[src/design/nib_pkg.sv]
package nib_pkg;

  // Opcodes as whole words; OP_TEST_REG is a high byte only
  localparam logic [15:0] OP_A_FROM_T0 = 16'hffff;
  localparam logic [15:0] OP_A_FROM_T1 = 16'hfeff;
  localparam logic [15:0] OP_T0_FROM_A = 16'he5ff;
  localparam logic [15:0] OP_T1_FROM_A = 16'he4ff;
  localparam logic [15:0] OP_T_IMM     = 16'he6ff;
  localparam logic [15:0] OP_T_IND     = 16'hf4ff;
  localparam logic [15:0] OP_STANDBY   = 16'he2f1;
  localparam logic [15:0] OP_TEST_IMM  = 16'he3f1;
  localparam logic [15:0] OP_CARRY15   = 16'hfaf3;
  localparam logic [15:0] OP_NOP       = 16'he0e0;
  localparam logic [7:0]  OP_TEST_REG  = 8'he3;

  // Logic opcode fields: high byte 111 grp form, low byte kind
  localparam logic [2:0]  HI_TOP   = 3'h7;
  localparam logic [3:0]  GRP_AND  = 4'hd;
  localparam logic [3:0]  GRP_OR   = 4'he;
  localparam logic [3:0]  GRP_XOR  = 4'ha;
  localparam logic [3:0]  LO_REG   = 4'he;
  localparam logic [7:0]  LO_IND   = 8'hf0;
  localparam logic [7:0]  LO_IMM   = 8'hf1;
  localparam logic [3:0]  NIB_15   = 4'hf;

  // Avalon register byte offsets
  localparam logic [7:0]  REG_CTRL  = 8'h00;
  localparam logic [7:0]  REG_STATE = 8'h04;
  localparam logic [7:0]  REG_TIMER = 8'h08;
  localparam logic [7:0]  REG_PC    = 8'h0c;
  localparam logic [7:0]  REG_ACC   = 8'h10;
  localparam logic [1:0]  REG_PAIRS = 2'h1;

  // Field positions
  localparam int CTRL_WAKE  = 0;
  localparam int CTRL_PAGE  = 4;
  localparam int ST_CY      = 4;
  localparam int ST_MATCH   = 5;
  localparam int ST_STBY    = 6;
  localparam int ST_BUSY    = 7;

  // Reset values
  localparam logic [3:0] ACC_RST   = 4'h0;
  localparam logic [9:0] TIMER_RST = 10'h000;
  localparam logic [3:0] PAGE_RST  = 4'h0;

  typedef enum logic [1:0] {LOP_AND, LOP_OR, LOP_XOR} lop_t;
  typedef enum logic {S_IDLE, S_ROM} fsm_t;

  typedef struct packed {
    lop_t       op;
    logic [3:0] a;
    logic [3:0] b;
  } lu_in_t;

  typedef struct packed {
    logic [3:0] res;
    logic       cy;
  } lu_out_t;

endpackage : nib_pkg

[src/design/nib_core.sv]
// The implementer's own choices: the Avalon-MM slave port and the placing of the registers.
`timescale 1ns/1ps
module nib_core
  import nib_pkg::*;
#(
  parameter int PC_W = 11
)(
  // Clock and reset
  input  wire logic              i_clk,
  input  wire logic              i_rst_n,
  // Instruction issue
  input  wire logic              i_ins_valid,
  input  wire logic [15:0]       i_ins_word,
  input  wire logic [15:0]       i_ins_next,
  output logic                   o_ins_ready,
  // Program memory read
  output logic                   o_rom_rd,
  output logic [11:0]            o_rom_addr,
  input  wire logic              i_rom_valid,
  input  wire logic [9:0]        i_rom_data,
  // Status inputs for test and wake
  input  wire logic [3:0]        i_status,
  // Avalon-MM slave
  input  wire logic [7:0]        i_address,
  input  wire logic              i_read,
  input  wire logic              i_write,
  input  wire logic [3:0]        i_byteenable,
  input  wire logic [31:0]       i_writedata,
  output logic [31:0]            o_readdata,
  output logic                   o_waitrequest,
  // Visible state
  output logic [3:0]             o_acc,
  output logic                   o_carry,
  output logic                   o_match,
  output logic                   o_standby,
  output logic [9:0]             o_timer,
  output logic [PC_W-1:0]        o_pc
);

  if (PC_W < 4 || PC_W > 16) begin : g_bad_pc
    $error("PC_W must be 4 to 16");
  end

  typedef struct packed {
    fsm_t             fsm;
    logic [3:0]       acc;
    logic             cy;
    logic             match;
    logic             stby;
    logic [3:0]       wake_mask;
    logic [9:0]       timer;
    logic [3:0]       page;
    logic [PC_W-1:0]  pc;
    logic [15:0]      pend;
    logic [15:0][3:0] bank0;
    logic [15:0][3:0] bank1;
    logic             waitreq;
    logic [31:0]      rdata;
    logic             ins_ready;
    logic             rom_rd;
    logic [11:0]      rom_addr;
  } core_t;

  core_t   s_r;
  core_t   s_nxt;
  logic    rst_n;
  lu_in_t  lu_in;
  lu_out_t lu_out;

  // Logic opcode test, used by issue decode; operand select uses grp_op alone
  function automatic logic is_logic(input logic [7:0] hi);
    logic [3:0] g;
    g = hi[4:1];
    is_logic = (hi[7:5] == HI_TOP) &&
               (g == GRP_AND || g == GRP_OR || g == GRP_XOR);
  endfunction : is_logic

  function automatic lop_t grp_op(input logic [7:0] hi);
    case (hi[4:1])
      GRP_AND: grp_op = LOP_AND;
      GRP_OR:  grp_op = LOP_OR;
      default: grp_op = LOP_XOR;
    endcase
  endfunction : grp_op

  // Register read mux; unmapped offsets read zero
  function automatic logic [31:0] reg_read(input core_t s, input logic [7:0] a);
    logic [31:0] d;
    d = '0;
    if (a[7:6] == REG_PAIRS) begin
      d[7:0] = {s.bank1[a[5:2]], s.bank0[a[5:2]]};
    end else begin
      case (a)
        REG_CTRL: d[CTRL_PAGE +: 4] = s.page;
        REG_STATE: begin
          d[3:0]     = s.acc;
          d[ST_CY]    = s.cy;
          d[ST_MATCH] = s.match;
          d[ST_STBY]  = s.stby;
          d[ST_BUSY]  = (s.fsm == S_ROM);
        end
        REG_TIMER: d[9:0] = s.timer;
        REG_PC:    d[PC_W-1:0] = s.pc;
        REG_ACC:   d[4:0] = {s.cy, s.acc};
        default:   d = '0;
      endcase
    end
    reg_read = d;
  endfunction : reg_read

  rst_sync u_rst (
    .i_clk   (i_clk),
    .i_rst_n (i_rst_n),
    .o_rst_n (rst_n)
  );

  // Operand select: memory nibble while waiting, else register or immediate
  always_comb begin
    lu_in.a  = s_r.acc;
    lu_in.op = grp_op(i_ins_word[15:8]);
    if (i_ins_word[7:0] == LO_IMM) begin
      lu_in.b = i_ins_next[3:0];
    end else if (i_ins_word[8]) begin
      lu_in.b = s_r.bank0[i_ins_word[3:0]];
    end else begin
      lu_in.b = s_r.bank1[i_ins_word[3:0]];
    end
    if (s_r.fsm == S_ROM) begin
      lu_in.op = grp_op(s_r.pend[15:8]);
      // One opcode bit picks the nibble
      lu_in.b  = s_r.pend[8] ? i_rom_data[3:0] : i_rom_data[7:4];
    end
  end

  nib_logic u_logic (
    .i_in  (lu_in),
    .o_out (lu_out)
  );

  // Whole next state
  always_comb begin
    logic [7:0] hi;
    logic [7:0] lo;
    logic       take;
    hi    = i_ins_word[15:8];
    lo    = i_ins_word[7:0];
    take  = i_ins_valid && s_r.ins_ready;
    s_nxt = s_r;
    s_nxt.rom_rd = 1'b0;

    // Bus: one cycle of waitrequest low per request
    s_nxt.waitreq = 1'b1;
    if ((i_read || i_write) && s_r.waitreq) begin
      s_nxt.waitreq = 1'b0;
      s_nxt.rdata   = reg_read(s_r, i_address);
    end

    // Software writes land on the completing edge only
    if (i_write && !s_r.waitreq && i_byteenable[0]) begin
      if (i_address[7:6] == REG_PAIRS) begin
        s_nxt.bank1[i_address[5:2]] = i_writedata[7:4];
        s_nxt.bank0[i_address[5:2]] = i_writedata[3:0];
      end else begin
        case (i_address)
          REG_CTRL: begin
            s_nxt.page = i_writedata[CTRL_PAGE +: 4];
            if (i_writedata[CTRL_WAKE]) begin
              s_nxt.stby = 1'b0;
            end
          end
          REG_TIMER: begin
            if (i_byteenable[1]) begin
              s_nxt.timer = i_writedata[9:0];
            end
          end
          REG_ACC: begin
            s_nxt.acc = i_writedata[3:0];
            s_nxt.cy  = i_writedata[4];
          end
          default: begin
            s_nxt.rdata = s_nxt.rdata;
          end
        endcase
      end
    end

    // A selected status input going active ends standby
    if (s_r.stby && |(i_status & s_r.wake_mask)) begin
      s_nxt.stby = 1'b0;
    end

    case (s_r.fsm)
      S_IDLE: begin
        if (take) begin
          s_nxt.pc = s_r.pc + PC_W'(1);
          if (is_logic(hi) && lo[7:4] == LO_REG) begin
            // Register operand, single word
            s_nxt.acc = lu_out.res;
            s_nxt.cy  = lu_out.cy;
          end else if (is_logic(hi) && lo == LO_IMM) begin
            s_nxt.acc = lu_out.res;
            s_nxt.cy  = lu_out.cy;
            s_nxt.pc  = s_r.pc + PC_W'(2);
          end else if ((is_logic(hi) && lo == LO_IND) || i_ins_word == OP_T_IND) begin
            // Memory word at page and first pair; result when it returns
            s_nxt.rom_rd   = 1'b1;
            s_nxt.rom_addr = {s_r.page, s_r.bank1[0], s_r.bank0[0]};
            s_nxt.pend     = i_ins_word;
            s_nxt.fsm      = S_ROM;
          end else if (hi == OP_TEST_REG && lo[7:4] == LO_REG) begin
            s_nxt.match = |(i_status & s_r.bank0[lo[3:0]]);
          end else begin
            case (i_ins_word)
              OP_A_FROM_T0: begin
                s_nxt.acc = s_r.timer[3:0];
                s_nxt.cy  = 1'b0;
              end
              OP_A_FROM_T1: begin
                s_nxt.acc = s_r.timer[7:4];
                s_nxt.cy  = 1'b0;
              end
              OP_T0_FROM_A: s_nxt.timer[3:0] = s_r.acc;
              OP_T1_FROM_A: s_nxt.timer[7:4] = s_r.acc;
              OP_T_IMM: begin
                s_nxt.timer = i_ins_next[9:0];
                s_nxt.pc    = s_r.pc + PC_W'(2);
              end
              OP_STANDBY: begin
                s_nxt.stby      = 1'b1;
                s_nxt.wake_mask = i_ins_next[3:0];
                s_nxt.pc        = s_r.pc + PC_W'(2);
              end
              OP_TEST_IMM: begin
                s_nxt.match = |(i_status & i_ins_next[3:0]);
                s_nxt.pc    = s_r.pc + PC_W'(2);
              end
              OP_CARRY15: s_nxt.cy = (s_r.acc == NIB_15);
              default: s_nxt.pc = s_r.pc + PC_W'(1);
            endcase
          end
        end
      end
      S_ROM: begin
        if (i_rom_valid) begin
          s_nxt.fsm = S_IDLE;
          if (s_r.pend == OP_T_IND) begin
            s_nxt.timer = i_rom_data;
          end else begin
            s_nxt.acc = lu_out.res;
            s_nxt.cy  = lu_out.cy;
          end
        end
      end
      default: s_nxt.fsm = S_IDLE;
    endcase

    // Issue port closes while memory is awaited or in standby
    s_nxt.ins_ready = (s_nxt.fsm == S_IDLE) && !s_nxt.stby;
  end

  // State register; waitrequest idles high so no request completes in reset
  always_ff @(posedge i_clk or negedge rst_n) begin
    if (!rst_n) begin
      s_r         <= '0;
      s_r.fsm     <= S_IDLE;
      s_r.acc     <= ACC_RST;
      s_r.timer   <= TIMER_RST;
      s_r.page    <= PAGE_RST;
      s_r.waitreq <= 1'b1;
    end else begin
      s_r <= s_nxt;
    end
  end

  // Outputs straight from the state register
  assign o_ins_ready   = s_r.ins_ready;
  assign o_rom_rd      = s_r.rom_rd;
  assign o_rom_addr    = s_r.rom_addr;
  assign o_readdata    = s_r.rdata;
  assign o_waitrequest = s_r.waitreq;
  assign o_acc         = s_r.acc;
  assign o_carry       = s_r.cy;
  assign o_match       = s_r.match;
  assign o_standby     = s_r.stby;
  assign o_timer       = s_r.timer;
  assign o_pc          = s_r.pc;

endmodule : nib_core

[src/design/rst_sync.sv]
`timescale 1ns/1ps
module rst_sync
  import nib_pkg::*;
(
  // Clock and raw reset
  input  wire logic i_clk,
  input  wire logic i_rst_n,
  // Released reset
  output wire logic o_rst_n
);

  typedef struct packed {
    logic meta;
    logic sync;
  } sync_t;

  sync_t s_r;
  sync_t s_nxt;

  // Shift a one in; assertion is immediate, release takes two edges
  always_comb begin
    s_nxt.meta = 1'b1;
    s_nxt.sync = s_r.meta;
  end

  always_ff @(posedge i_clk or negedge i_rst_n) begin
    if (!i_rst_n) begin
      s_r <= '0;
    end else begin
      s_r <= s_nxt;
    end
  end

  assign o_rst_n = s_r.sync;

endmodule : rst_sync

[src/design/nib_logic.sv]
`timescale 1ns/1ps
module nib_logic
  import nib_pkg::*;
(
  // Operands
  input  wire lu_in_t  i_in,
  // Result
  output lu_out_t      o_out
);

  // Carry for AND and XOR is taken from the top bits of both incoming operands, never the result; OR clears it
  always_comb begin
    o_out = '0;
    case (i_in.op)
      LOP_AND: begin
        o_out.res = i_in.a & i_in.b;
        o_out.cy  = i_in.a[3] & i_in.b[3];
      end
      LOP_OR: begin
        o_out.res = i_in.a | i_in.b;
        o_out.cy  = 1'b0;
      end
      LOP_XOR: begin
        o_out.res = i_in.a ^ i_in.b;
        o_out.cy  = i_in.a[3] & i_in.b[3];
      end
      default: begin
        o_out = '0;
      end
    endcase
  end

endmodule : nib_logic

[config.mk]
export PLATFORM = sky130hd
export DESIGN_NAME = nib_core
export DESIGN_NICKNAME = d
export VERILOG_FILES = /design/src/design/nib_pkg.sv /design/src/design/nib_core.sv /design/src/design/rst_sync.sv /design/src/design/nib_logic.sv
export SDC_FILE = /design/constraint.sdc
export NUM_CORES = 1
export LEC_CHECK = 0
export BUFFER_PORTS_ARGS = -buffer_cell sky130_fd_sc_hd__buf_2
export CORE_MARGIN = 3
export CORE_UTILIZATION = 60
export DETAILED_ROUTE_END_ITERATION = 12
export PLACE_DENSITY = 0.83
export SETUP_SLACK_MARGIN = 0.02
export SYNTH_ARGS = -nofsm -noshare
export SYNTH_HDL_FRONTEND = slang
export SYNTH_SLANG_ARGS = --single-unit
export TNS_END_PERCENT = 100
[constraint.sdc]
create_clock -name i_clk -period 17.7 [get_ports i_clk]
set_clock_uncertainty 0.05 [all_clocks]
set_input_delay 0.885 -clock i_clk [delete_from_list [all_inputs] [get_ports i_clk]]
set_output_delay 0.885 -clock i_clk [all_outputs]
set_load 0.005 [all_outputs]
==> results of run 1 <==
cells by family after synthesis:
kind of cell               after synthesis
xor gates and xnor gates                13
adders and majority gates               10
and+or+nand+nor                        224
other                                    2
AOI/OAI and AO/OA                      120
DFF                                    209
muxes                                  295
buffers and inverters                  141
worst max-delay path by stage:
stage                                  startpoint                 end  slack [ps]
after floorplan           u_rst.o_rst_n$_DFF_PN0_  o_acc[0]$_DFF_PN0_       11400
after global placement              i_ins_word[0]  o_acc[3]$_DFF_PN0_       13390
after detailed placement            i_ins_word[0]  o_acc[3]$_DFF_PN0_       13380
after CTS                           i_ins_word[0]  o_acc[3]$_DFF_PN0_       13860
after global routing                i_ins_word[0]  o_acc[3]$_DFF_PN0_       13610
final                               i_ins_word[0]  o_acc[3]$_DFF_PN0_       13830
metal layers:
layer | up-vias | GRT usage | part of all wire
li1 | 3826 | - | -
met1 | 4472 | 0.381 | 0.38
met2 | 473 | 0.469 | 0.47
met3 | 137 | 0.0596 | 0.090
met4 | 4 | 0.154 | 0.060
met5 | - | 0 | 0.00063
through the flow:
step | instance area, um2 | hold slack [ps] | instances | total power [mW]
after floorplan | 12600 | 281 | 1034 | 0.650
after global placement | 12800 | 283 | 1302 | 0.684
after detailed placement | 12800 | 288 | 1302 | 0.690
after CTS | 13500 | 90.0 | 1340 | 1.16
after global routing | 13500 | 89.9 | 1340 | 1.20
final | 13500 | 101 | 1340 | 1.16
report_power, final:
group          internal (mW)  switching (mW)  total (mW)  leakage (nW)
Combinational         0.0688          0.0790       0.148          3.27
Sequential             0.503          0.0327       0.536          2.84
Clock                  0.279           0.196       0.474         0.364
cells in the mapped netlist (12+ instances only):
cell                       number  area (um2)
sky130_fd_sc_hd__buf_4         72         541
sky130_fd_sc_hd__nor2_1        23        86.3
sky130_fd_sc_hd__mux2_2       178        2000
sky130_fd_sc_hd__a21oi_1       23         115
sky130_fd_sc_hd__nand2_1       62         233
sky130_fd_sc_hd__nand3_1       25         125
sky130_fd_sc_hd__mux2i_1       43         430
sky130_fd_sc_hd__nor3_1        18        90.1
sky130_fd_sc_hd__o21ai_0       18        90.1
sky130_fd_sc_hd__clkbuf_1      37         139
sky130_fd_sc_hd__a22oi_1       12        90.1
sky130_fd_sc_hd__dfrtp_1      208        5200
sky130_fd_sc_hd__mux4_2        69        1550
area by class of cell:
class                      instances  area, um2
tap                              270        338
timing repair buffer             128        663
fill                            1473       6850
multi-input combinational        684       6510
clock buffer                      28        624
clock inverter                    10        110
inverter                          11       41.3
sequential                       209       5240
flip-flops by register name, summed over array words and instances, names as in the netlist:
register	count
s_r	153
u_rst.o_rst_n	1
o_rom_rd	1
o_acc	4
o_match	1
o_rom_addr	12
o_readdata	11
o_waitrequest	1
o_ins_ready	1
o_standby	1
o_carry	1
o_pc	11
u_rst.s_nxt	1
o_timer	10
==> flow_summary.rst, run 1 <==
.. list-table::
   :header-rows: 1

   * - Metric
     - Value
   * - Worst path bufs/invs
     - 2
   * - Sum of routed wire length over all layers
     - 33.2 mm
   * - Required time of the worst setup path
     - 18,040 ps
   * - Class of the worst hold path
     - in -> async
   * - Most common cell after layout, fill and taps aside
     - sky130_fd_sc_hd__dfrtp_1
   * - Post-CTS setup buffer count
     - 0
   * - Number of flops mapped to enable cells by yosys
     - 0
   * - Post-Synthesis Cells
     - 1,014
   * - Warnings, synthesis
     - 0
   * - Flip-flop cell with the highest count after synthesis
     - sky130_fd_sc_hd__dfrtp_1
   * - TritonCTS clock tree
     - yes
   * - CP Capture Type
     - flip-flop
   * - Total clock sinks
     - 209
   * - Number of resized instances in the post-cts repair step
     - 0
   * - Total via count after detailed routing
     - 8,912
   * - Simple-Gate Fraction of Synth Area
     - 0.0973
   * - Result of the run
     - finished clean
   * - Type of the worst setup path
     - in -> reg
   * - Per-cell via count in the routed design
     - 6.65
   * - Die boundary height
     - 150 um
   * - Utilization of the core after routing
     - 0.664
   * - Cell row count
     - 52
   * - Unrepaired setup endpoints after global routing
     - false
   * - GRT Resource Usage Total
     - 0.294
   * - Die area
     - 22,600 um2
   * - CTS clk-pin slew, worst paths
     - 60 ps
   * - Highest-delay cell along the critical path
     - sky130_fd_sc_hd__mux4_2
   * - Gate family responsible for the most delay along the worst path
     - multiplexers
   * - Largest family of logic cells by synthesized area
     - multiplexers
   * - Pin count of the biggest net entering global routing
     - 83
   * - Pre-Repair DR Iteration Count
     - 5
   * - Register-to-Register Setup Slack
     - 14,600 ps
   * - Final cycle utilization of the critical path
     - 0.219
   * - Count of max-cap constraint violations
     - 0
   * - Initial core utilization
     - 0.614
   * - Depth of the worst register-to-register path
     - 11
   * - Post-CTS Hold Fix Bufs
     - 0
   * - Most frequent CP cell
     - sky130_fd_sc_hd__mux2i_1
   * - Die X-Extent
     - 150 um
   * - Post-layout net count
     - 1,163
   * - Number of antenna diodes
     - 0
   * - Worst-margin pin slew
     - 1240 ps
   * - CP arrival
     - 4210 ps
   * - First-pass GRT wire length
     - 51.0 mm
   * - Num CTS Buffers
     - 23
   * - Syn Area/Cell
     - 12.3 um2
   * - Initial DRC Count
     - 767
   * - Remaining design rule violation count
     - 0
   * - Tightest slew margin relative to the limit
     - 0.169
   * - Share of the yosys chip area belonging to registers
     - 0.418
   * - Maximum buffer depth of the clock tree
     - 3
   * - Latest clock arrival within the worst-skew pair
     - 520 ps
   * - Boundary Pins
     - 171
   * - Grt ovf
     - 0
   * - Post-Synth Adder-Cell Area
     - 0.0100
   * - Number of register bits inferred by synthesis
     - 209
   * - Setup slack after placement
     - 13,380 ps
   * - CP Depth
     - 13
   * - Compound-Gate Fraction of Synth Area
     - 0.0675
   * - Number of port buffers
     - 119
   * - Share of synthesized area spent on multiplexers
     - 0.329
   * - Parity-gate share of the synthesized area counting xor and xnor cells
     - 0.00910
   * - Period minus WS final
     - 3870 ps
   * - Synth unique cells
     - 71
   * - Average wire per cell in the routed design
     - 24.8 um
   * - Final setup violation count
     - 0
   * - VDD IR-drop max
     - 0.0566 mV
   * - Startpoint type of the worst setup path
     - primary input
   * - Pins Over Slew Limit
     - 0
   * - Longest individual stage delay on the worst path
     - 610 ps
   * - HPWL reported at the end of detailed placement
     - 22.6 mm
   * - Share of post-route cells with drive strength above 1
     - 0.408
   * - Static Leak
     - 6.48 nW
   * - Number of H-tree branching levels
     - 1
   * - Final-report hold violation count
     - 0
   * - Fraction of synthesis flops using an asynchronous set or reset pin
     - 1.00
   * - Power Density
     - 85.7 nW/um2
   * - Final WS setup
     - 13,830 ps
   * - Initial antenna violation count
     - 2
   * - Startpoint of the worst-slack reg-to-reg timing path
     - s_r[174]$_DFFE_PN0P_
   * - Layout area overhead
     - 8.08%
   * - Max Clock Freq
     - 0.258 GHz
   * - CP Max Fanout
     - 42
   * - Placer's final routability congestion estimate
     - 0.925
   * - Clk root buf
     - sky130_fd_sc_hd__clkbuf_16
   * - Number of global-route vias before repair
     - 8,925
   * - Destination of the worst register-to-register timing path
     - o_acc[3]$_DFF_PN0_
   * - Post-Synthesis Cell Area
     - 12,500 um2
   * - Summed negative setup slack over all endpoints
     - 0 ps
   * - Count of antenna-violating nets left after detailed routing
     - 0
   * - List of cells traversed by the critical path
     - buf_2 > buf_4 > mux4_2 > mux2i_1 > nand3_1 > o311a_1 > a31o_2 > ha_1 > o221ai_1 > o21ai_0 > mux2i_1 > nand4_1 > a32o_1
   * - Floorplan Core Area
     - 20,400 um2
   * - Most frequent cells in the layout
     - sky130_fd_sc_hd__dfrtp_1, sky130_fd_sc_hd__mux2_2, sky130_fd_sc_hd__buf_2, sky130_fd_sc_hd__mux4_2, sky130_fd_sc_hd__nand2_1
No activity file was read; power rests on OpenSTA's default activity.
==> run 2, diff against run 1 <==
CORE_UTILIZATION = 53   (was 60)
PLACE_DENSITY = 0.77   (was 0.83)
clock period = 3.25 ns   (was 17.7 ns; I/O delays follow)
==> flow_summary.rst, run 2 (same netlist as run 1, synthesis figures left out) <==
.. list-table::
   :header-rows: 1

   * - Metric
     - Value
   * - CP Max Fanout
     - 10
   * - Pins Over Slew Limit
     - 0
   * - Required time of the worst setup path
     - 3600 ps
   * - Initial DRC Count
     - 853
   * - Final cycle utilization of the critical path
     - 0.919
   * - Initial core utilization
     - 0.546
   * - Count of max-cap constraint violations
     - 0
   * - TritonCTS clock tree
     - yes
   * - Design Power
     - 6.66 mW
   * - Pin count of the biggest net entering global routing
     - 73
   * - Number of port buffers
     - 119
   * - Static Leak
     - 6.81 nW
   * - Routed wl met3
     - 2.57 mm
   * - Register with the highest flop count
     - s_r
   * - Die area
     - 25,500 um2
   * - Latest clock arrival within the worst-skew pair
     - 520 ps
   * - Post-CTS Hold Fix Bufs
     - 23
   * - Final-report hold violation count
     - 0
   * - Sum of routed wire length over all layers
     - 34.9 mm
   * - First-pass GRT wire length
     - 54.7 mm
   * - Average wire per cell in the routed design
     - 24.2 um
   * - Number of H-tree branching levels
     - 1
   * - Utilization of the core after routing
     - 0.622
   * - Post-CTS setup buffer count
     - 0
   * - Tightest slew margin relative to the limit
     - 0.259
   * - Clk root buf
     - sky130_fd_sc_hd__clkbuf_16
   * - Total clock sinks
     - 209
   * - Post-Layout Cell Count
     - 1,444
   * - Result of the run
     - finished clean
   * - Placed Cells incl. Taps
     - 1,378
   * - Die X-Extent
     - 160 um
   * - Number of global-route vias before repair
     - 9,359
   * - Worst-margin pin slew
     - 1110 ps
   * - Final setup violation count
     - 0
   * - Most frequent cells in the layout
     - sky130_fd_sc_hd__dfrtp_1, sky130_fd_sc_hd__mux2_2, sky130_fd_sc_hd__buf_2, sky130_fd_sc_hd__mux4_2, sky130_fd_sc_hd__nand2_1
   * - Max Clock Freq
     - 0.335 GHz
   * - Floorplan Core Area
     - 22,900 um2
   * - Unrepaired setup endpoints after global routing
     - false
   * - Post-layout net count
     - 1,220
   * - Die boundary height
     - 160 um
   * - CTS clk-pin slew, worst paths
     - 60 ps
   * - Setup slack after placement
     - -94.1 ps
   * - HPWL reported at the end of detailed placement
     - 24.4 mm
   * - Maximum buffer depth of the clock tree
     - 3
   * - Count of antenna-violating nets left after detailed routing
     - 0
   * - Tightest hold margin
     - 13.3 ps
   * - Final WS setup
     - 263 ps
   * - Uppermost layer routed
     - met4
   * - GRT Resource Usage Total
     - 0.272
   * - Number of flip-flops under the largest register name
     - 153
   * - Total via count after detailed routing
     - 9,125
   * - Initial antenna violation count
     - 0
   * - Detailed-routing wirelength on met1
     - 14.0 mm
   * - Per-cell via count in the routed design
     - 6.32
   * - Cell row count
     - 55
   * - Number of antenna diodes
     - 0
   * - Period minus WS final
     - 2990 ps
   * - CP Capture Type
     - flip-flop
   * - Grt ovf
     - 0
   * - Num CTS Buffers
     - 24
   * - Class of the worst hold path
     - in -> reg
   * - CP arrival
     - 3330 ps
   * - Number of resized instances in the post-cts repair step
     - 0
   * - Remaining design rule violation count
     - 0
   * - Power Density
     - 468 nW/um2
   * - Boundary Pins
     - 171
   * - Layout area overhead
     - 13.9%
   * - Startpoint type of the worst setup path
     - primary input
   * - Most common cell after layout, fill and taps aside
     - sky130_fd_sc_hd__dfrtp_1
   * - VDD IR-drop max
     - 0.281 mV
   * - DR WL met2
     - 16.8 mm
   * - Placer's final routability congestion estimate
     - 0.936
   * - Share of post-route cells with drive strength above 1
     - 0.422
   * - Type of the worst setup path
     - in -> reg
   * - Pre-Repair DR Iteration Count
     - 5
[run 2: cell count changes in the layout (fill, tap and decap cells not counted), sizes merged]
cell         previous run  this run
buf                   128       161
dlygate4sd3             0        23
clkinvlp                1         6
bufinv                  2         4
clkbuf                 28        27
clkinv                  6         5
[run 2: path summary, 6_finish.rpt]
check,startpoint,endpoint,slack (ps),cells after the start
hold / removal,i_ins_next[4],o_timer[4]$_DFF_PN0_,10,5
setup reg to reg,s_r[111]$_DFFE_PN0P_,o_acc[0]$_DFF_PN0_,280,8
setup / recovery,i_address[7],o_timer[9]$_DFF_PN0_,260,9
min in group asynchronous,u_rst.o_rst_n$_DFF_PN0_,o_rom_addr[3]$_DFFE_PN0P_,290,0
hold reg to reg,u_rst.o_rst_n$_DFF_PN0_,o_rom_addr[3]$_DFFE_PN0P_,290,0
max in group asynchronous,u_rst.o_rst_n$_DFF_PN0_,s_r[52]$_DFFE_PN0P_,2010,1
[run 2: final cells by class]
cell class	count	area (um2)
sequential	209	5240
tap	313	392
multi-input combinational	684	6510
fill	1703	8670
clock inverter	16	203
inverter	11	41.3
timing repair buffer	184	1220
clock buffer	27	653
[run 2: worst max-delay path: stages]
cell	delay [ps]
sky130_fd_sc_hd__dlygate4sd3_1	540
sky130_fd_sc_hd__buf_2	140
sky130_fd_sc_hd__or4_1	600
sky130_fd_sc_hd__nor3_1	230
sky130_fd_sc_hd__nand2_1	420
sky130_fd_sc_hd__mux2_2	440
sky130_fd_sc_hd__mux2i_1	150
sky130_fd_sc_hd__mux2i_1	80
sky130_fd_sc_hd__dlygate4sd3_1	560
[run 2: power by group]
part / internal, mW / leakage, nW / switching (mW) / total (mW)
logic: 0.417 / 3.57 / 0.451 / 0.867
registers: 2.74 / 2.84 / 0.165 / 2.91
clock network: 1.77 / 0.404 / 1.12 / 2.89
total: 4.92 / 6.81 / 1.74 / 6.66
[run 2: per-stage QoR]
stage,instance area [um2],TNS [ps]
after floorplan,12600,0
after global placement,13200,-66.2
after detailed placement,13200,-179
after CTS,14200,0
after global routing,14200,0
final,14200,0
[run 2: layer usage]
metal / track usage / vias to the layer above
met2: 0.445 / 426
met4: 0.108 / 0
met1: 0.365 / 4653
li1: - / 3954
met5: 0 / -
met3: 0.0446 / 92
